===== src/hw/wtc_cfg.svh =====
/*
 * Constants of the wide timer block: register byte offsets, reset values,
 * field codes, status bit positions and prescaler tap exponents.
 * Assumes it is included by bare name once per compilation unit.
 */
`ifndef WTC_CFG_SVH
`define WTC_CFG_SVH

// Register byte offsets on the 8-bit bus address
`define WTC_OFF_CMP_LO   8'h00
`define WTC_OFF_CMP_MID  8'h04
`define WTC_OFF_CMP_UP   8'h08
`define WTC_OFF_GATE     8'h0C
`define WTC_OFF_STATUS   8'h10
`define WTC_OFF_CTRL     8'h14
`define WTC_OFF_IST      8'h18
`define WTC_OFF_ICLR     8'h1C
`define WTC_OFF_IEN      8'h20
`define WTC_OFF_CFG      8'h24

// Reset values
`define WTC_CTRL_RST     8'h88
`define WTC_CMP_RST      18'h3_FFFF
`define WTC_GATE_RST     8'h00
`define WTC_CFG_RST      4'h0

// Field codes
`define WTC_RUN_START    2'b10
`define WTC_OP_TIMER     2'b00
`define WTC_OP_FREQ      2'b11
`define WTC_SRC_EXT      3'b111

// Event bits in the sticky status, enable and clear registers
`define WTC_EV_MATCH     0
`define WTC_EV_OVF       1

// Bus responses
`define WTC_RESP_OKAY    2'b00
`define WTC_RESP_SLVERR  2'b10

// Prescaler tap exponents, fast then slow clock
`define WTC_FC_E23       23
`define WTC_FC_E14       14
`define WTC_FC_E13       13
`define WTC_FC_E12       12
`define WTC_FC_E11       11
`define WTC_FC_E7        7
`define WTC_FC_E3        3
`define WTC_FS_E15       15
`define WTC_FS_E6        6
`define WTC_FS_E5        5
`define WTC_FS_E4        4
`define WTC_FS_E3        3

`endif


===== src/hw/wtc_pkg.sv =====
/*
 * Types of the wide timer block: control layout, config layout, gate states.
 * Assumes nothing beyond a SystemVerilog compiler.
 */
package wtc_pkg;

   // Layout of timer_control_one
   typedef struct packed {
      logic       clr_n;     // 0 clears counter and overflow
      logic [1:0] run;       // run_control
      logic [2:0] src;       // source_select
      logic [1:0] op;        // operation_select
   } wtc_ctrl_t;

   // Layout of the speed and gate config register
   typedef struct packed {
      logic [1:0] gate_sel;  // gate_prescale_select
      logic       low_speed; // low_speed_run or low_speed_halt
      logic       div_opt;   // divider_source_option
   } wtc_cfg_t;

   // Window gate phases, one-hot
   typedef enum logic [2:0] {
      GATE_IDLE = 3'b001,
      GATE_HIGH = 3'b010,
      GATE_LOW  = 3'b100
   } wtc_gate_t;

endpackage : wtc_pkg


===== src/hw/wtc_prescale.sv =====
/*
 * Free-running binary prescaler. Tap k-1 pulses once every 2^k input ticks.
 * Assumes i_tick is a one-cycle enable on i_clk.
 */
`timescale 1ns/1ps
`default_nettype none

module wtc_prescale #(
   parameter int W = 23
) (
   input  wire logic         i_clk,
   input  wire logic         i_rst_n,
   input  wire logic         i_tick,
   output logic [W-1:0]      o_taps
);

   logic [W-1:0] count_q, count_d;   // Divider chain
   logic [W-1:0] taps_q,  taps_d;    // Registered tap pulses

   // Next count and carry-out pulses of each stage
   always_comb begin
      logic acc;
      acc     = i_tick;
      count_d = i_tick ? count_q + 1'b1 : count_q;
      for (int i = 0; i < W; i++) begin
         acc       = acc & count_q[i];
         taps_d[i] = acc;
      end
   end

   // Registers only
   always_ff @(posedge i_clk or negedge i_rst_n) begin
      if (!i_rst_n) begin
         count_q <= '0;
         taps_q  <= '0;
      end else begin
         count_q <= count_d;
         taps_q  <= taps_d;
      end
   end

   assign o_taps = taps_q;

endmodule : wtc_prescale

`default_nettype wire


===== src/hw/wtc_top.sv =====
/*
 * Wide timer control: AXI4-Lite register slave, 18-bit up-counter with
 * compare, source clock selection, window gate generator and interrupt.
 * Assumes I_CLK is the fast system clock; the slow clock and count pin
 * arrive asynchronously and are sampled here.
 */
// The implementer's own choice: the AXI4-Lite interface to the registers.
`timescale 1ns/1ps
`default_nettype none
`include "wtc_cfg.svh"

// Behaviour
// - hold 18-bit compare and 8-bit gate setting
// - gate high lasts 16 minus field periods
// - gate low lasts 16 minus field periods
// - source select picks clock or external pin
// - operation field selects timer, width, frequency
// - low and middle byte writes inhibit compare until upper
// - compare read returns live counter value
// - upper compare bits 7..2 read zero
// - match raises interrupt, clears, resumes counting
// - event mode counts pin falling edges
// - read-only counting and overflow status bits
module wtc_top (
   input  wire logic        I_CLK,
   input  wire logic        I_RSTN,
   input  wire logic        I_COUNT_PIN,
   input  wire logic        I_SLOW_CLK,
   input  wire logic        I_AWVALID,
   output logic             O_AWREADY,
   input  wire logic [7:0]  I_AWADDR,
   input  wire logic        I_WVALID,
   output logic             O_WREADY,
   input  wire logic [31:0] I_WDATA,
   input  wire logic [3:0]  I_WSTRB,
   output logic             O_BVALID,
   input  wire logic        I_BREADY,
   output logic [1:0]       O_BRESP,
   input  wire logic        I_ARVALID,
   output logic             O_ARREADY,
   input  wire logic [7:0]  I_ARADDR,
   output logic             O_RVALID,
   input  wire logic        I_RREADY,
   output logic [31:0]      O_RDATA,
   output logic [1:0]       O_RRESP,
   output logic             O_IRQ
);

   // Tap of a prescaler vector by exponent
   function automatic logic tap(input logic [22:0] v, input int unsigned e);
      return v[e-1];
   endfunction : tap

   // Address decode shared by read and write paths
   function automatic logic mapped(input logic [7:0] a);
      return (a <= `WTC_OFF_CFG) && (a[1:0] == 2'b00);
   endfunction : mapped

   // Pin synchronisers and settled levels
   logic [2:0] pin_sync_q, pin_sync_d;
   logic [2:0] slw_sync_q, slw_sync_d;
   logic       pin_lvl_q, pin_lvl_d;
   logic       slw_lvl_q, slw_lvl_d;
   logic       ext_fall;              // Settled falling edge of count pin
   logic       slow_rise;             // Settled rising edge of slow clock

   // Sampling: a change counts once stages two and three agree
   always_comb begin
      pin_sync_d = {pin_sync_q[1:0], I_COUNT_PIN};
      slw_sync_d = {slw_sync_q[1:0], I_SLOW_CLK};
      pin_lvl_d  = (pin_sync_q[1] == pin_sync_q[2]) ? pin_sync_q[2] : pin_lvl_q;
      slw_lvl_d  = (slw_sync_q[1] == slw_sync_q[2]) ? slw_sync_q[2] : slw_lvl_q;
      ext_fall   = pin_lvl_q & ~pin_lvl_d;
      slow_rise  = ~slw_lvl_q & slw_lvl_d;
   end

   always_ff @(posedge I_CLK or negedge I_RSTN) begin
      if (!I_RSTN) begin
         pin_sync_q <= 3'h7;      // Idle high avoids a false edge
         slw_sync_q <= 3'h0;
         pin_lvl_q  <= 1'b1;
         slw_lvl_q  <= 1'b0;
      end else begin
         pin_sync_q <= pin_sync_d;
         slw_sync_q <= slw_sync_d;
         pin_lvl_q  <= pin_lvl_d;
         slw_lvl_q  <= slw_lvl_d;
      end
   end

   // Prescalers for fast and slow clocks
   logic [22:0] fast_taps;
   logic [14:0] slow_taps;

   wtc_prescale #(.W(23)) u_fast (
      .i_clk   (I_CLK),
      .i_rst_n (I_RSTN),
      .i_tick  (1'b1),
      .o_taps  (fast_taps)
   );

   wtc_prescale #(.W(15)) u_slow (
      .i_clk   (I_CLK),
      .i_rst_n (I_RSTN),
      .i_tick  (slow_rise),
      .o_taps  (slow_taps)
   );

   // Register state
   wtc_pkg::wtc_ctrl_t ctrl_q, ctrl_d;   // timer_control_one
   wtc_pkg::wtc_cfg_t  cfg_q,  cfg_d;    // Speed and gate options
   logic [17:0] cmp_q, cmp_d;            // compare_value
   logic [7:0]  gate_q, gate_d;          // window_gate_setting
   logic        inh_q, inh_d;            // Compare inhibited
   logic [1:0]  ist_q, ist_d;            // Sticky events
   logic [1:0]  ien_q, ien_d;            // Event enables
   logic        clr_cnt;                 // Counter clear by write

   // Bus state
   logic        aw_full_q, aw_full_d;
   logic [7:0]  awaddr_q, awaddr_d;
   logic        w_full_q, w_full_d;
   logic [31:0] wdata_q, wdata_d;
   logic        wstrb0_q, wstrb0_d;
   logic        bvalid_q, bvalid_d;
   logic [1:0]  bresp_q, bresp_d;
   logic        rvalid_q, rvalid_d;
   logic [31:0] rdata_q, rdata_d;
   logic [1:0]  rresp_q, rresp_d;
   logic        wr_go;                   // Both halves held, do write
   logic        rd_go;                   // Read address taken

   // Counter state
   logic [17:0] cnt_q, cnt_d;
   logic        ovf_q, ovf_d;
   wtc_pkg::wtc_gate_t gst_q, gst_d;
   logic [3:0]  gcnt_q, gcnt_d;
   logic        ev_match, ev_ovf;
   logic        src_tick, gate_tick, count_en, run;

   // AXI4-Lite handshakes; address and data in either order
   assign O_AWREADY = ~aw_full_q;
   assign O_WREADY  = ~w_full_q;
   assign O_ARREADY = ~rvalid_q;
   assign wr_go     = aw_full_q & w_full_q & ~bvalid_q;
   assign rd_go     = I_ARVALID & ~rvalid_q;

   always_comb begin
      aw_full_d = aw_full_q;
      awaddr_d  = awaddr_q;
      w_full_d  = w_full_q;
      wdata_d   = wdata_q;
      wstrb0_d  = wstrb0_q;
      bvalid_d  = bvalid_q & ~I_BREADY;
      bresp_d   = bresp_q;
      rvalid_d  = rvalid_q & ~I_RREADY;
      rdata_d   = rdata_q;
      rresp_d   = rresp_q;
      if (I_AWVALID && !aw_full_q) begin
         aw_full_d = 1'b1;
         awaddr_d  = I_AWADDR;
      end
      if (I_WVALID && !w_full_q) begin
         w_full_d = 1'b1;
         wdata_d  = I_WDATA;
         wstrb0_d = I_WSTRB[0];
      end
      if (wr_go) begin
         aw_full_d = 1'b0;
         w_full_d  = 1'b0;
         bvalid_d  = 1'b1;
         bresp_d   = mapped(awaddr_q) ? `WTC_RESP_OKAY : `WTC_RESP_SLVERR;
      end
      if (rd_go) begin
         rvalid_d = 1'b1;
         rresp_d  = mapped(I_ARADDR) ? `WTC_RESP_OKAY : `WTC_RESP_SLVERR;
         rdata_d  = '0;
         // Compare reads give the live count
         if (I_ARADDR == `WTC_OFF_CMP_LO) begin
            rdata_d[7:0] = cnt_q[7:0];
         end else if (I_ARADDR == `WTC_OFF_CMP_MID) begin
            rdata_d[7:0] = cnt_q[15:8];
         end else if (I_ARADDR == `WTC_OFF_CMP_UP) begin
            rdata_d[1:0] = cnt_q[17:16];   // Bits 7..2 stay zero
         end else if (I_ARADDR == `WTC_OFF_GATE) begin
            rdata_d[7:0] = gate_q;
         end else if (I_ARADDR == `WTC_OFF_STATUS) begin
            rdata_d[7:6] = {gst_q == wtc_pkg::GATE_HIGH, ovf_q};
         end else if (I_ARADDR == `WTC_OFF_CTRL) begin
            rdata_d[7:0] = ctrl_q;
         end else if (I_ARADDR == `WTC_OFF_IST) begin
            rdata_d[1:0] = ist_q;
         end else if (I_ARADDR == `WTC_OFF_IEN) begin
            rdata_d[1:0] = ien_q;
         end else if (I_ARADDR == `WTC_OFF_CFG) begin
            rdata_d[3:0] = cfg_q;
         end
      end
   end

   always_ff @(posedge I_CLK or negedge I_RSTN) begin
      if (!I_RSTN) begin
         aw_full_q <= 1'b0;
         awaddr_q  <= 8'h00;
         w_full_q  <= 1'b0;
         wdata_q   <= 32'h0000_0000;
         wstrb0_q  <= 1'b0;
         bvalid_q  <= 1'b0;
         bresp_q   <= `WTC_RESP_OKAY;
         rvalid_q  <= 1'b0;
         rdata_q   <= 32'h0000_0000;
         rresp_q   <= `WTC_RESP_OKAY;
      end else begin
         aw_full_q <= aw_full_d;
         awaddr_q  <= awaddr_d;
         w_full_q  <= w_full_d;
         wdata_q   <= wdata_d;
         wstrb0_q  <= wstrb0_d;
         bvalid_q  <= bvalid_d;
         bresp_q   <= bresp_d;
         rvalid_q  <= rvalid_d;
         rdata_q   <= rdata_d;
         rresp_q   <= rresp_d;
      end
   end

   assign O_BVALID = bvalid_q;
   assign O_BRESP  = bresp_q;
   assign O_RVALID = rvalid_q;
   assign O_RDATA  = rdata_q;
   assign O_RRESP  = rresp_q;

   // Register writes; only byte lane 0 carries data
   always_comb begin
      logic [1:0] clr_mask;
      clr_mask = 2'b00;
      clr_cnt  = 1'b0;
      ctrl_d   = ctrl_q;
      cfg_d    = cfg_q;
      cmp_d    = cmp_q;
      gate_d   = gate_q;
      inh_d    = inh_q;
      ien_d    = ien_q;
      if (wr_go && wstrb0_q) begin
         if (awaddr_q == `WTC_OFF_CTRL) begin
            ctrl_d  = wdata_q[7:0];
            clr_cnt = ~wdata_q[7];         // Clear counter and overflow
         end else if (awaddr_q == `WTC_OFF_CMP_LO) begin
            cmp_d[7:0] = wdata_q[7:0];
            inh_d      = 1'b1;
         end else if (awaddr_q == `WTC_OFF_CMP_MID) begin
            cmp_d[15:8] = wdata_q[7:0];
            inh_d       = 1'b1;
         end else if (awaddr_q == `WTC_OFF_CMP_UP) begin
            cmp_d[17:16] = wdata_q[1:0];   // Ones above bit 1 dropped
            inh_d        = 1'b0;
         end else if (awaddr_q == `WTC_OFF_GATE) begin
            gate_d = wdata_q[7:0];
         end else if (awaddr_q == `WTC_OFF_ICLR) begin
            clr_mask = wdata_q[1:0];
         end else if (awaddr_q == `WTC_OFF_IEN) begin
            ien_d = wdata_q[1:0];
         end else if (awaddr_q == `WTC_OFF_CFG) begin
            cfg_d = wdata_q[3:0];
         end
      end
      // An event in the clearing cycle survives
      ist_d = (ist_q & ~clr_mask) | {ev_ovf, ev_match};
   end

   always_ff @(posedge I_CLK or negedge I_RSTN) begin
      if (!I_RSTN) begin
         ctrl_q <= `WTC_CTRL_RST;
         cfg_q  <= `WTC_CFG_RST;
         cmp_q  <= `WTC_CMP_RST;
         gate_q <= `WTC_GATE_RST;
         inh_q  <= 1'b0;
         ist_q  <= 2'b00;
         ien_q  <= 2'b00;
      end else begin
         ctrl_q <= ctrl_d;
         cfg_q  <= cfg_d;
         cmp_q  <= cmp_d;
         gate_q <= gate_d;
         inh_q  <= inh_d;
         ist_q  <= ist_d;
         ien_q  <= ien_d;
      end
   end

   assign O_IRQ = |(ist_q & ien_q);

   // Source and gate clock selection; slow taps for source codes 010-100 and the gate in low-speed or divider mode
   always_comb begin
      logic sl;
      logic [22:0] st;
      sl        = cfg_q.div_opt | cfg_q.low_speed;
      st        = {8'h00, slow_taps};
      run       = (ctrl_q.run == `WTC_RUN_START);
      case (ctrl_q.src)
         3'b000:  src_tick = 1'b1;
         3'b001:  src_tick = slow_rise;
         3'b010:  src_tick = sl ? tap(st, `WTC_FS_E15) : tap(fast_taps, `WTC_FC_E23);
         3'b011:  src_tick = sl ? tap(st, `WTC_FS_E5) : tap(fast_taps, `WTC_FC_E13);
         3'b100:  src_tick = sl ? tap(st, `WTC_FS_E3) : tap(fast_taps, `WTC_FC_E11);
         3'b101:  src_tick = tap(fast_taps, `WTC_FC_E7);
         3'b110:  src_tick = tap(fast_taps, `WTC_FC_E3);
         default: src_tick = ext_fall;
      endcase
      case (cfg_q.gate_sel)
         2'b00:   gate_tick = sl ? tap(st, `WTC_FS_E4) : tap(fast_taps, `WTC_FC_E12);
         2'b01:   gate_tick = sl ? tap(st, `WTC_FS_E5) : tap(fast_taps, `WTC_FC_E13);
         2'b10:   gate_tick = sl ? tap(st, `WTC_FS_E6) : tap(fast_taps, `WTC_FC_E14);
         default: gate_tick = 1'b0;                     // Reserved code
      endcase
   end

   // Counter, compare and window gate
   always_comb begin
      logic [18:0] inc;
      inc      = {1'b0, cnt_q} + 19'h0_0001;
      cnt_d    = cnt_q;
      gst_d    = gst_q;
      gcnt_d   = gcnt_q;
      ev_match = 1'b0;
      ev_ovf   = 1'b0;
      // Frequency mode counts only inside the gate window
      count_en = run & src_tick &
                 ((ctrl_q.op != `WTC_OP_FREQ) | (gst_q == wtc_pkg::GATE_HIGH));
      if (!run) begin
         cnt_d = '0;
         gst_d = wtc_pkg::GATE_IDLE;
      end else begin
         case (gst_q)
            wtc_pkg::GATE_IDLE: begin
               gst_d  = wtc_pkg::GATE_HIGH;
               gcnt_d = gate_q[7:4];
            end
            wtc_pkg::GATE_HIGH: begin
               if (gate_tick) begin
                  gst_d  = (gcnt_q == 4'hF) ? wtc_pkg::GATE_LOW : gst_q;
                  gcnt_d = (gcnt_q == 4'hF) ? gate_q[3:0] : gcnt_q + 4'h1;
               end
            end
            wtc_pkg::GATE_LOW: begin
               if (gate_tick) begin
                  gst_d  = (gcnt_q == 4'hF) ? wtc_pkg::GATE_HIGH : gst_q;
                  gcnt_d = (gcnt_q == 4'hF) ? gate_q[7:4] : gcnt_q + 4'h1;
               end
            end
            default: gst_d = wtc_pkg::GATE_IDLE;
         endcase
         if (count_en) begin
            // Full-width match in timer/event mode
            if (!inh_q && ctrl_q.op == `WTC_OP_TIMER && inc[17:0] == cmp_q) begin
               cnt_d    = '0;
               ev_match = 1'b1;
            end else begin
               cnt_d  = inc[17:0];
               ev_ovf = inc[18];
            end
         end
      end
      if (clr_cnt) begin
         cnt_d = '0;
      end
      ovf_d = (ovf_q & ~clr_cnt) | ev_ovf;
   end

   always_ff @(posedge I_CLK or negedge I_RSTN) begin
      if (!I_RSTN) begin
         cnt_q  <= '0;
         ovf_q  <= 1'b0;
         gst_q  <= wtc_pkg::GATE_IDLE;
         gcnt_q <= 4'h0;
      end else begin
         cnt_q  <= cnt_d;
         ovf_q  <= ovf_d;
         gst_q  <= gst_d;
         gcnt_q <= gcnt_d;
      end
   end
endmodule : wtc_top

`default_nettype wire


===== config.mk =====
export PLATFORM = sky130hd
export DESIGN_NAME = wtc_top
export DESIGN_NICKNAME = d
export VERILOG_FILES = /design/src/hw/wtc_pkg.sv /design/src/hw/wtc_prescale.sv /design/src/hw/wtc_top.sv
export VERILOG_INCLUDE_DIRS = /design/src /design/src/hw
export SDC_FILE = /design/constraint.sdc
export NUM_CORES = 1
export LEC_CHECK = 0
export BUFFER_PORTS_ARGS = -buffer_cell sky130_fd_sc_hd__clkbuf_2
export CAP_MARGIN = 10
export CELL_PAD_IN_SITES_DETAIL_PLACEMENT = 1
export CELL_PAD_IN_SITES_GLOBAL_PLACEMENT = 1
export CORE_MARGIN = 5
export CORE_UTILIZATION = 40
export DETAILED_ROUTE_END_ITERATION = 16
export GPL_ROUTABILITY_DRIVEN = 0
export GPL_TIMING_DRIVEN = 0
export PLACE_DENSITY_LB_ADDON = 0.1
export SLEW_MARGIN = 20
export SYNTH_ARGS = -nofsm -noshare
export SYNTH_HDL_FRONTEND = slang
export SYNTH_SLANG_ARGS = --single-unit

===== constraint.sdc =====
create_clock -name I_CLK -period 3.9 [get_ports I_CLK]
set_input_delay 0.78 -clock I_CLK [delete_from_list [all_inputs] [get_ports I_CLK]]
set_output_delay 0.78 -clock I_CLK [all_outputs]
set_load 0.01 [all_outputs]

After elaboration in Yosys (flattened, before gate mapping) --
Cells that the tools add are included. W data, S select, Z words.
Word-level totals: flip-flop bits (word level) 186, input bits 61, output and inout bits 42, word-level logic and storage cells 248
Cells by class: $add $sub $neg 4, $lt $le $gt $ge 2, equality and inequality tests 39, mux-type cells 64, bitwise logic cells 71, reduce and logical (&&, ||, !) cells 32
Operators by type and width (number):
- $mux W18 | 4
- $and A1 B1 Y1 | 47
- $eq A8 B5 Y1 const B | 5
- $eq A8 B4 Y1 const B | 4
- $eq A8 B6 Y1 const B | 4
- $mux W2 | 15
- $mux W4 | 7
- $mux W1 | 24
- $mux W8 | 3
- $add A23 B1 Y23 const B | 1
- $add A18 B1 Y19 const B | 1
- $eq A18 B18 Y1 | 1
- $not A1 Y1 | 17
- $eq A8 B3 Y1 const B | 2
- $le A8 B6 Y1 const B | 2
- $logic_not A8 Y1 | 2
- $add A15 B1 Y15 const B | 1
- $mux W3 | 5
- $eq A3 B3 Y1 const B | 4
- $mux W6 | 2
- $ne A3 B3 Y1 const B | 4
- $pmux W4 S3 | 1
- $reduce_and A4 Y1 | 3
- $eq A3 B2 Y1 const B | 3
- 28 further kinds | 50

Longest topological paths before layout --
Gate-level depths: netlist (run 1).
depth in word-level cells 22, gate-level depth with buffers 10, mapped depth without buffers 8

Modules after synthesis --
From an unflattened synthesis (run 1), not the netlist that was laid out.
Unflattened totals: cell total of the unflattened synthesis 846, area, all modules 9042.4 sq um
By module, submodules not included:
- wtc_top | instances 1, cells an instance 629, area each 6092.1 sq um, sequential area each 2733.9 sq um
- wtc_prescale at u_fast | instances 1, cells an instance 133, area each 1784.2 sq um, sequential area each 1151.1 sq um
- wtc_prescale at u_slow | instances 1, cells an instance 84, area each 1166.1 sq um, sequential area each 750.7 sq um

Least setup slack after synthesis (run 1) --
OpenSTA, ideal clock, no wires.
kind reg-to-reg, from register cnt_q[0], to register cnt_q[10], library setup time 0.123 ns, arrival time 2.354 ns, required time 3.777 ns, setup slack 1.423 ns, stages on the path, launching flop included 11, buffers on the path 3, period minus slack after synthesis 2.477 ns, cells stage by stage dfrtp_1 > buf_2 > nand4_1 > buf_2 > nor4_1 > xnor2_1 > nand2_1 > or4_4 > nor3_4 > buf_6 > nor3_1
Between the ends: cells in the longest elaborated chain, start to end 7
Ends and longest elaborated chain:
- start, declared | RTL line wtc_top.sv:134 | logic [17:0] cnt_q, cnt_d;
- start signal, assigned | RTL line wtc_top.sv:377 | cnt_q <= cnt_d;
- $add A18 B1 Y19 (*) | RTL line wtc_top.sv:321 | inc = {1'b0, cnt_q} + 19'h0_0001;
- $eq A18 B18 Y1 | RTL line wtc_top.sv:355 | if (!inh_q && ctrl_q.op == `WTC_OP_TIMER && inc[17:0] == cmp_q) begin
- $logic_and A1 B1 Y1 | RTL line wtc_top.sv:355
- $mux W18 (*) | RTL line wtc_top.sv:355
- $mux W18 (*) | RTL line wtc_top.sv:353 | if (count_en) begin
- $mux W18 (*) | RTL line wtc_top.sv:330 | if (!run) begin
- $mux W18 (*) | RTL line wtc_top.sv:364 | if (clr_cnt) begin
Every way passes the cells marked *; elsewhere a longest branch is shown, timed or not. The select of a mux whose other input is x is not followed. A chain may end at the register's enable or synchronous reset.

Worst setup path after layout (run 1) --
from register cnt_q[1], to register cnt_q[16]
The elaborated chain is that of the path after synthesis.

==> impl_metrics.json, run 1 <==
{
  "post-route-period-util_pct": 85.1,
  "required_ps": 4200,
  "cp-end-kind": "register",
  "synth_top_area_share_pct": 42.5,
  "multiInputGateArea_mm2": 0.00357,
  "reg2reg_from": "cnt_q[1]",
  "numPlacedInstances": 1063,
  "final-setup-viol-count": 0,
  "yosys_warnings": 0,
  "clk_latency_ps": 430,
  "slowest_stage": "dfrtp_1",
  "worstHoldStart": "slw_sync_q[0]",
  "cts.sinks": 158,
  "wl_per_cell_um": 18.3,
  "critical_path_class": "register to register",
  "die-area_mm2": 0.0225,
  "fin_cells": 1095,
  "holdBufCountCts": 0,
  "dp_slack_ps": 594,
  "dp_hpwl_mm": 14.9,
  "die_w_um": 150,
  "ys_types": 66,
  "setup_tns_ps": 0,
  "finalInstanceArea_mm2": 0.00913,
  "die_h_um": 150,
  "p_per_area_mw_per_mm2": 501,
  "grt_max_degree": 81,
  "antenna_found_initial": 0,
  "nFillCells": 2203,
  "holdWs_ps": 355,
  "drive_gt1_share_pct": 25.7,
  "num_rows": 51,
  "clockBufferDepth": 2,
  "status": "finished clean",
  "drt-total-wl_mm": 20.0,
  "grt_pass1_wl_mm": 32.6,
  "yosys.area.top_type": "dfrtp_1",
  "grt.overflow.total": 0,
  "fin_util_pct": 47.1,
  "synth_cells": 723,
  "core_mm2": 0.0194,
  "hp-class": "register to register",
  "worstPathCellList": "ha_1 -> nand3_1 -> nor2_1 -> nand3_1 -> xnor2_1 -> a2111o_1 -> nor3_4 -> buf_6 -> nor3_1",
  "grt_pass1_vias": 6136,
  "start_kind": "register",
  "diodes": 0,
  "max_stage_delay_ps": 510,
  "finalPower_mw": 4.57,
  "firstDrtPassIters": 4,
  "synthTopCellsByCount": "133 x dfrtp_1, 57 x mux2_2, 57 x nand2_1",
  "reg2reg_to": "cnt_q[16]",
  "relSlewSlack_pct": 36.9,
  "cts_max_level": 4,
  "ys_seq_area_share_pct": 50.9,
  "grt_usage_pct": 18.4,
  "cts_tree": "built",
  "slew_viol_final": 0,
  "syn_area_mm2": 0.00783,
  "ys_seq_elements": 158,
  "vias": 5682,
  "crit_start": "cnt_q[1]",
  "cp_max_fo": 10,
  "cts_buffers": 17,
  "initial_core_util_pct": 40.4,
  "synth.most_common_cell": "dfrtp_1",
  "drt_iter0_drc": 235,
  "detail-route-antenna-nets": 0,
  "hold_depth": 0,
  "port_buffers": 49,
  "cts_setup_buffers": 0,
  "reg2regPathDepth": 9,
  "cpLargestDelayFamily": "simple AND/OR/NAND/NOR gates",
  "syn2layout_area_growth_pct": 16.6,
  "drcViolationCount": 0,
  "cts_root_buf": "clkbuf_16",
  "layout.nets": 883,
  "path_buf_inv": 1,
  "pin_count": 103,
  "r2r_slack_ps": 580,
  "postCtsResizedCells": 0,
  "max-cap-violations": 0,
  "synthFlopType": "dfrtp_1",
  "routed_via_density": 5.19,
  "synth_edf_count": 0,
  "max-vdd-ir-drop_uv": 280,
  "tightestPinTransition_ps": 947,
  "layout_setup_ws_ps": 581,
  "synth_area_leaders": "dfrtp_1 43%, dfstp_2 8.4%, mux2_2 8.2%",
  "fin_skew_ps": 10.8,
  "crit_top_cell": "nand3_1",
  "dpl_cell_area_mm2": 0.00854,
  "fmax_mhz": 301,
  "synthArstFlopShare_pct": 100,
  "clkTransAtPathRegs_ps": 70,
  "grt_setup_unrepaired": "no",
  "arrival_ps": 3620,
  "leakagePower_nw": 4.09,
  "finalHoldViolations": 0,
  "min_to": "slw_sync_q[1]",
  "min_period_ps": 3320,
  "syn-mean-instance-area_um2": 10.8,
  "register_area_mm2": 0.00399
}
[how the worst max path moves through the flow]
stage	to	slack [ps]	cells after the start
5_1_grt	cnt_q[16]	350	9
3_5_place_dp	cnt_q[16]	590	9
6_report	cnt_q[16]	580	9
3_3_place_gp	u_fast.count_q[1]	-640	1
2_1_floorplan	cnt_q[10]	1420	10
4_1_cts	cnt_q[16]	570	9
[placed cells by master, fill, tap and decap left out, types with 12 or more instances in the layout]
cell type and instances:
clkbuf_2 48, mux2i_1 14, clkbuf_1 15, dfstp_2 25, clkbuf_16 17, nand4_1 12, dfrtp_1 133, nand3_1 29
xor2_1 30, mux2_2 57, nor2_1 47, nand2_1 57, o21ai_0 23, conb_1 26, and3_1 13, buf_4 28
a21oi_1 27, xnor2_1 49, inv_1 15, nor3_1 31
[registers in the layout (all words and copies together) (netlist names), 2 cells and up]
register        flops
ien_q               2
cfg_q               4
u_slow.count_q     15
gst_q               3
cmp_q              18
gcnt_q              4
ist_q               2
awaddr_q            8
wdata_q             8
cnt_q              18
gate_q              8
u_slow.o_taps       5
ctrl_q              8
slw_sync_q          3
O_RDATA             8
u_fast.o_taps       7
u_fast.count_q     23
pin_sync_q          3
[logic make-up after synthesis]
logic type	after synthesis	synth area share, %
flip-flops	158	50.9
other	1	0.0479
XOR/XNOR	79	8.84
AND/OR/NAND/NOR	246	16.3
buffers and inverters	66	4.81
AO/OA/AOI/OAI	94	7.77
multiplexers	72	10.3
adder cells (fa/ha/maj)	7	1.05
[final cells by class]
cell class                      instances  share of cell area [%]
Buffer                                 51                    3.51
Clock buffer                           18                    4.70
Clock inverter                         14                    1.70
Inverter                               15                   0.617
Multi-Input combinational cell        524                    39.1
Sequential cell                       158                    43.7
Tap cell                              265                    3.63
Timing Repair Buffer                   50                    3.08
[report_power, final]
part	leakage, nW	switching [mW]	internal (mW)	total [mW]
Clock	0.276	0.722	0.953	1.68
Combinational	1.79	0.375	0.350	0.724
Sequential	2.03	0.280	1.89	2.17
[routing by layer]
metal  GRT usage (%)  routed length, um  vias to the layer above
met1            23.6               8920                     2849
met4            5.12                318                        0
met3            3.33                838                       29
met5               0                  0                        -
met2            31.9               9960                      118
li1                -                  -                     2686
Power figures use the tool's default switching activity.
==> run 2: changes to the inputs <==
Settings changed: CORE_ASPECT_RATIO set to 1.1.
Clock period 3.9 ns to 2.7 ns, I/O delays scaled along.
==> impl_metrics.json, run 2 (same netlist as run 1, synthesis figures left out) <==
{
  "clk_latency_ps": 430,
  "diodes": 0,
  "fin_skew_ps": 7.59,
  "vias": 5784,
  "reg2reg_from": "cnt_q[1]",
  "finalHoldViolations": 0,
  "pin_count": 103,
  "die_w_um": 143,
  "start_kind": "register",
  "wl_per_cell_um": 18.7,
  "grt_pass1_vias": 6257,
  "met1Wirelength_mm": 8.75,
  "violations": "setup timing",
  "cts_buffers": 17,
  "routed_via_density": 5.31,
  "critical_path_class": "register to register",
  "crit_start": "cnt_q[1]",
  "layout.nets": 896,
  "max-vdd-ir-drop_uv": 449,
  "drcViolationCount": 0,
  "layout_setup_ws_ps": -91.0,
  "cp_max_fo": 7,
  "die_h_um": 157,
  "grt_pass1_wl_mm": 33.2,
  "hp-class": "input pin to async pin",
  "die-area_mm2": 0.0225,
  "holdWs_ps": 80.8,
  "tightestPinTransition_ps": 904,
  "wl_met2_mm": 10.5,
  "top_register": "u_fast.count_q",
  "dp_hpwl_mm": 14.9,
  "status": "finished, violations left",
  "arrival_ps": 3090,
  "syn2layout_area_growth_pct": 20.6,
  "grt_usage_pct": 18.8,
  "firstDrtPassIters": 4,
  "p_per_area_mw_per_mm2": 725,
  "clkTransAtPathRegs_ps": 70,
  "fmax_mhz": 358,
  "fin_cells": 1090,
  "numPlacedInstances": 1045,
  "required_ps": 3000,
  "reg2reg_to": "cnt_q[15]",
  "reg2regPathDepth": 10,
  "final-setup-viol-count": 17,
  "cp-end-kind": "register",
  "cts_root_buf": "clkbuf_16",
  "endpoint": "cnt_q[15]",
  "r2r_slack_ps": -90,
  "final_common_cell": "dfrtp_1",
  "drive_gt1_share_pct": 29.4,
  "relSlewSlack_pct": 39.2,
  "cts_tree": "built",
  "initial_core_util_pct": 40.9,
  "antenna_found_initial": 0,
  "cts_max_level": 4,
  "core_mm2": 0.0192,
  "grt_max_degree": 98,
  "cts.sinks": 158,
  "detail-route-antenna-nets": 0,
  "leakagePower_nw": 4.23,
  "top_layer": "met4",
  "grt_setup_unrepaired": "yes",
  "post-route-period-util_pct": 103,
  "drt-total-wl_mm": 20.4,
  "top_regs": "u_fast.count_q: 23 flops, cmp_q: 18 flops, cnt_q: 18 flops",
  "drt_iter0_drc": 261,
  "slew_viol_final": 0,
  "num_rows": 53,
  "final_cell_mix": "130 x dfrtp_1, 57 x nand2_1, 57 x mux2_2",
  "max-cap-violations": 0,
  "dr_wl_met3_um": 746,
  "grt.overflow.total": 0,
  "largest_reg_flops": 23,
  "min_period_ps": 2790,
  "port_buffers": 49,
  "clockBufferDepth": 2
}
## run 2: changes by cell type in the layout (fill, tap and decap cells not counted), sizes merged
| cell | delta |
|---|---|
| buf | +12 |
| bufinv | +2 |
| clkinvlp | -1 |
| clkbuf | +1 |
| clkinv | -1 |
## run 2: per-layer routing
layer / up-vias / track usage, %
met5: - / 0
met4: 0 / 6.55
met3: 35 / 3.15
met2: 114 / 32.3
met1: 2930 / 24.0
li1: 2705 / -
## run 2: per-stage QoR
step	total power [mW]	utilization [%]	area [um^2]	setup slack, ps	setup TNS (ps)
after floorplan	3.76	-	7920	223	0
after global placement	4.14	44.2	8480	-1600	-235570
after detailed placement	4.23	44.4	8510	-616	-11320
after CTS	6.90	48.5	9300	-14.2	-62.4
after global routing	7.19	49.3	9440	-168	-2690
final	6.85	49.3	9440	-91.0	-1320
## run 2: worst min-delay path by stage
stage                   from       endpoint  slack, ps
4_1_cts               I_RSTN       cnt_q[4]        100
5_1_grt               I_RSTN       cnt_q[3]        120
2_1_floorplan         I_RSTN     O_BRESP[1]        240
3_5_place_dp   slw_sync_q[0]  slw_sync_q[1]        350
3_3_place_gp   slw_sync_q[0]  slw_sync_q[1]        340
6_report              I_RSTN       cnt_q[3]         80
## run 2: repair_timing
item,CTS,global route
gates cloned,0,1
endpoints found under the setup margin,28,29
pin swaps,2,4
setup buffers,4,8
hold buffers,0,0
resized for setup,25,14
## run 2: worst max-delay path: stages, from the launching register on
cell and delay, ps:
dfrtp_2 480, ha_4 220, nand3_2 200, nor2_2 280, nand3_2 200, xnor2_1 190
a2111o_1 490, nor3_4 280, buf_6 150, buf_6 110, nor3_1 60
## run 2: final cells by class
cell class	instances	area [um^2]
timing repair buffer	63	399
clock inverter	14	205
fill	2118	9720
buffer	51	340
clock buffer	18	439
multi-input combinational	524	3700
tap	247	309
sequential	158	3990
inverter	15	56.3
## run 2: power by group
| group | internal [mW] | switching [mW] |
|---|---|---|
| Sequential | 2.73 | 0.405 |
| Combinational | 0.527 | 0.559 |
| Clock | 1.59 | 1.03 |
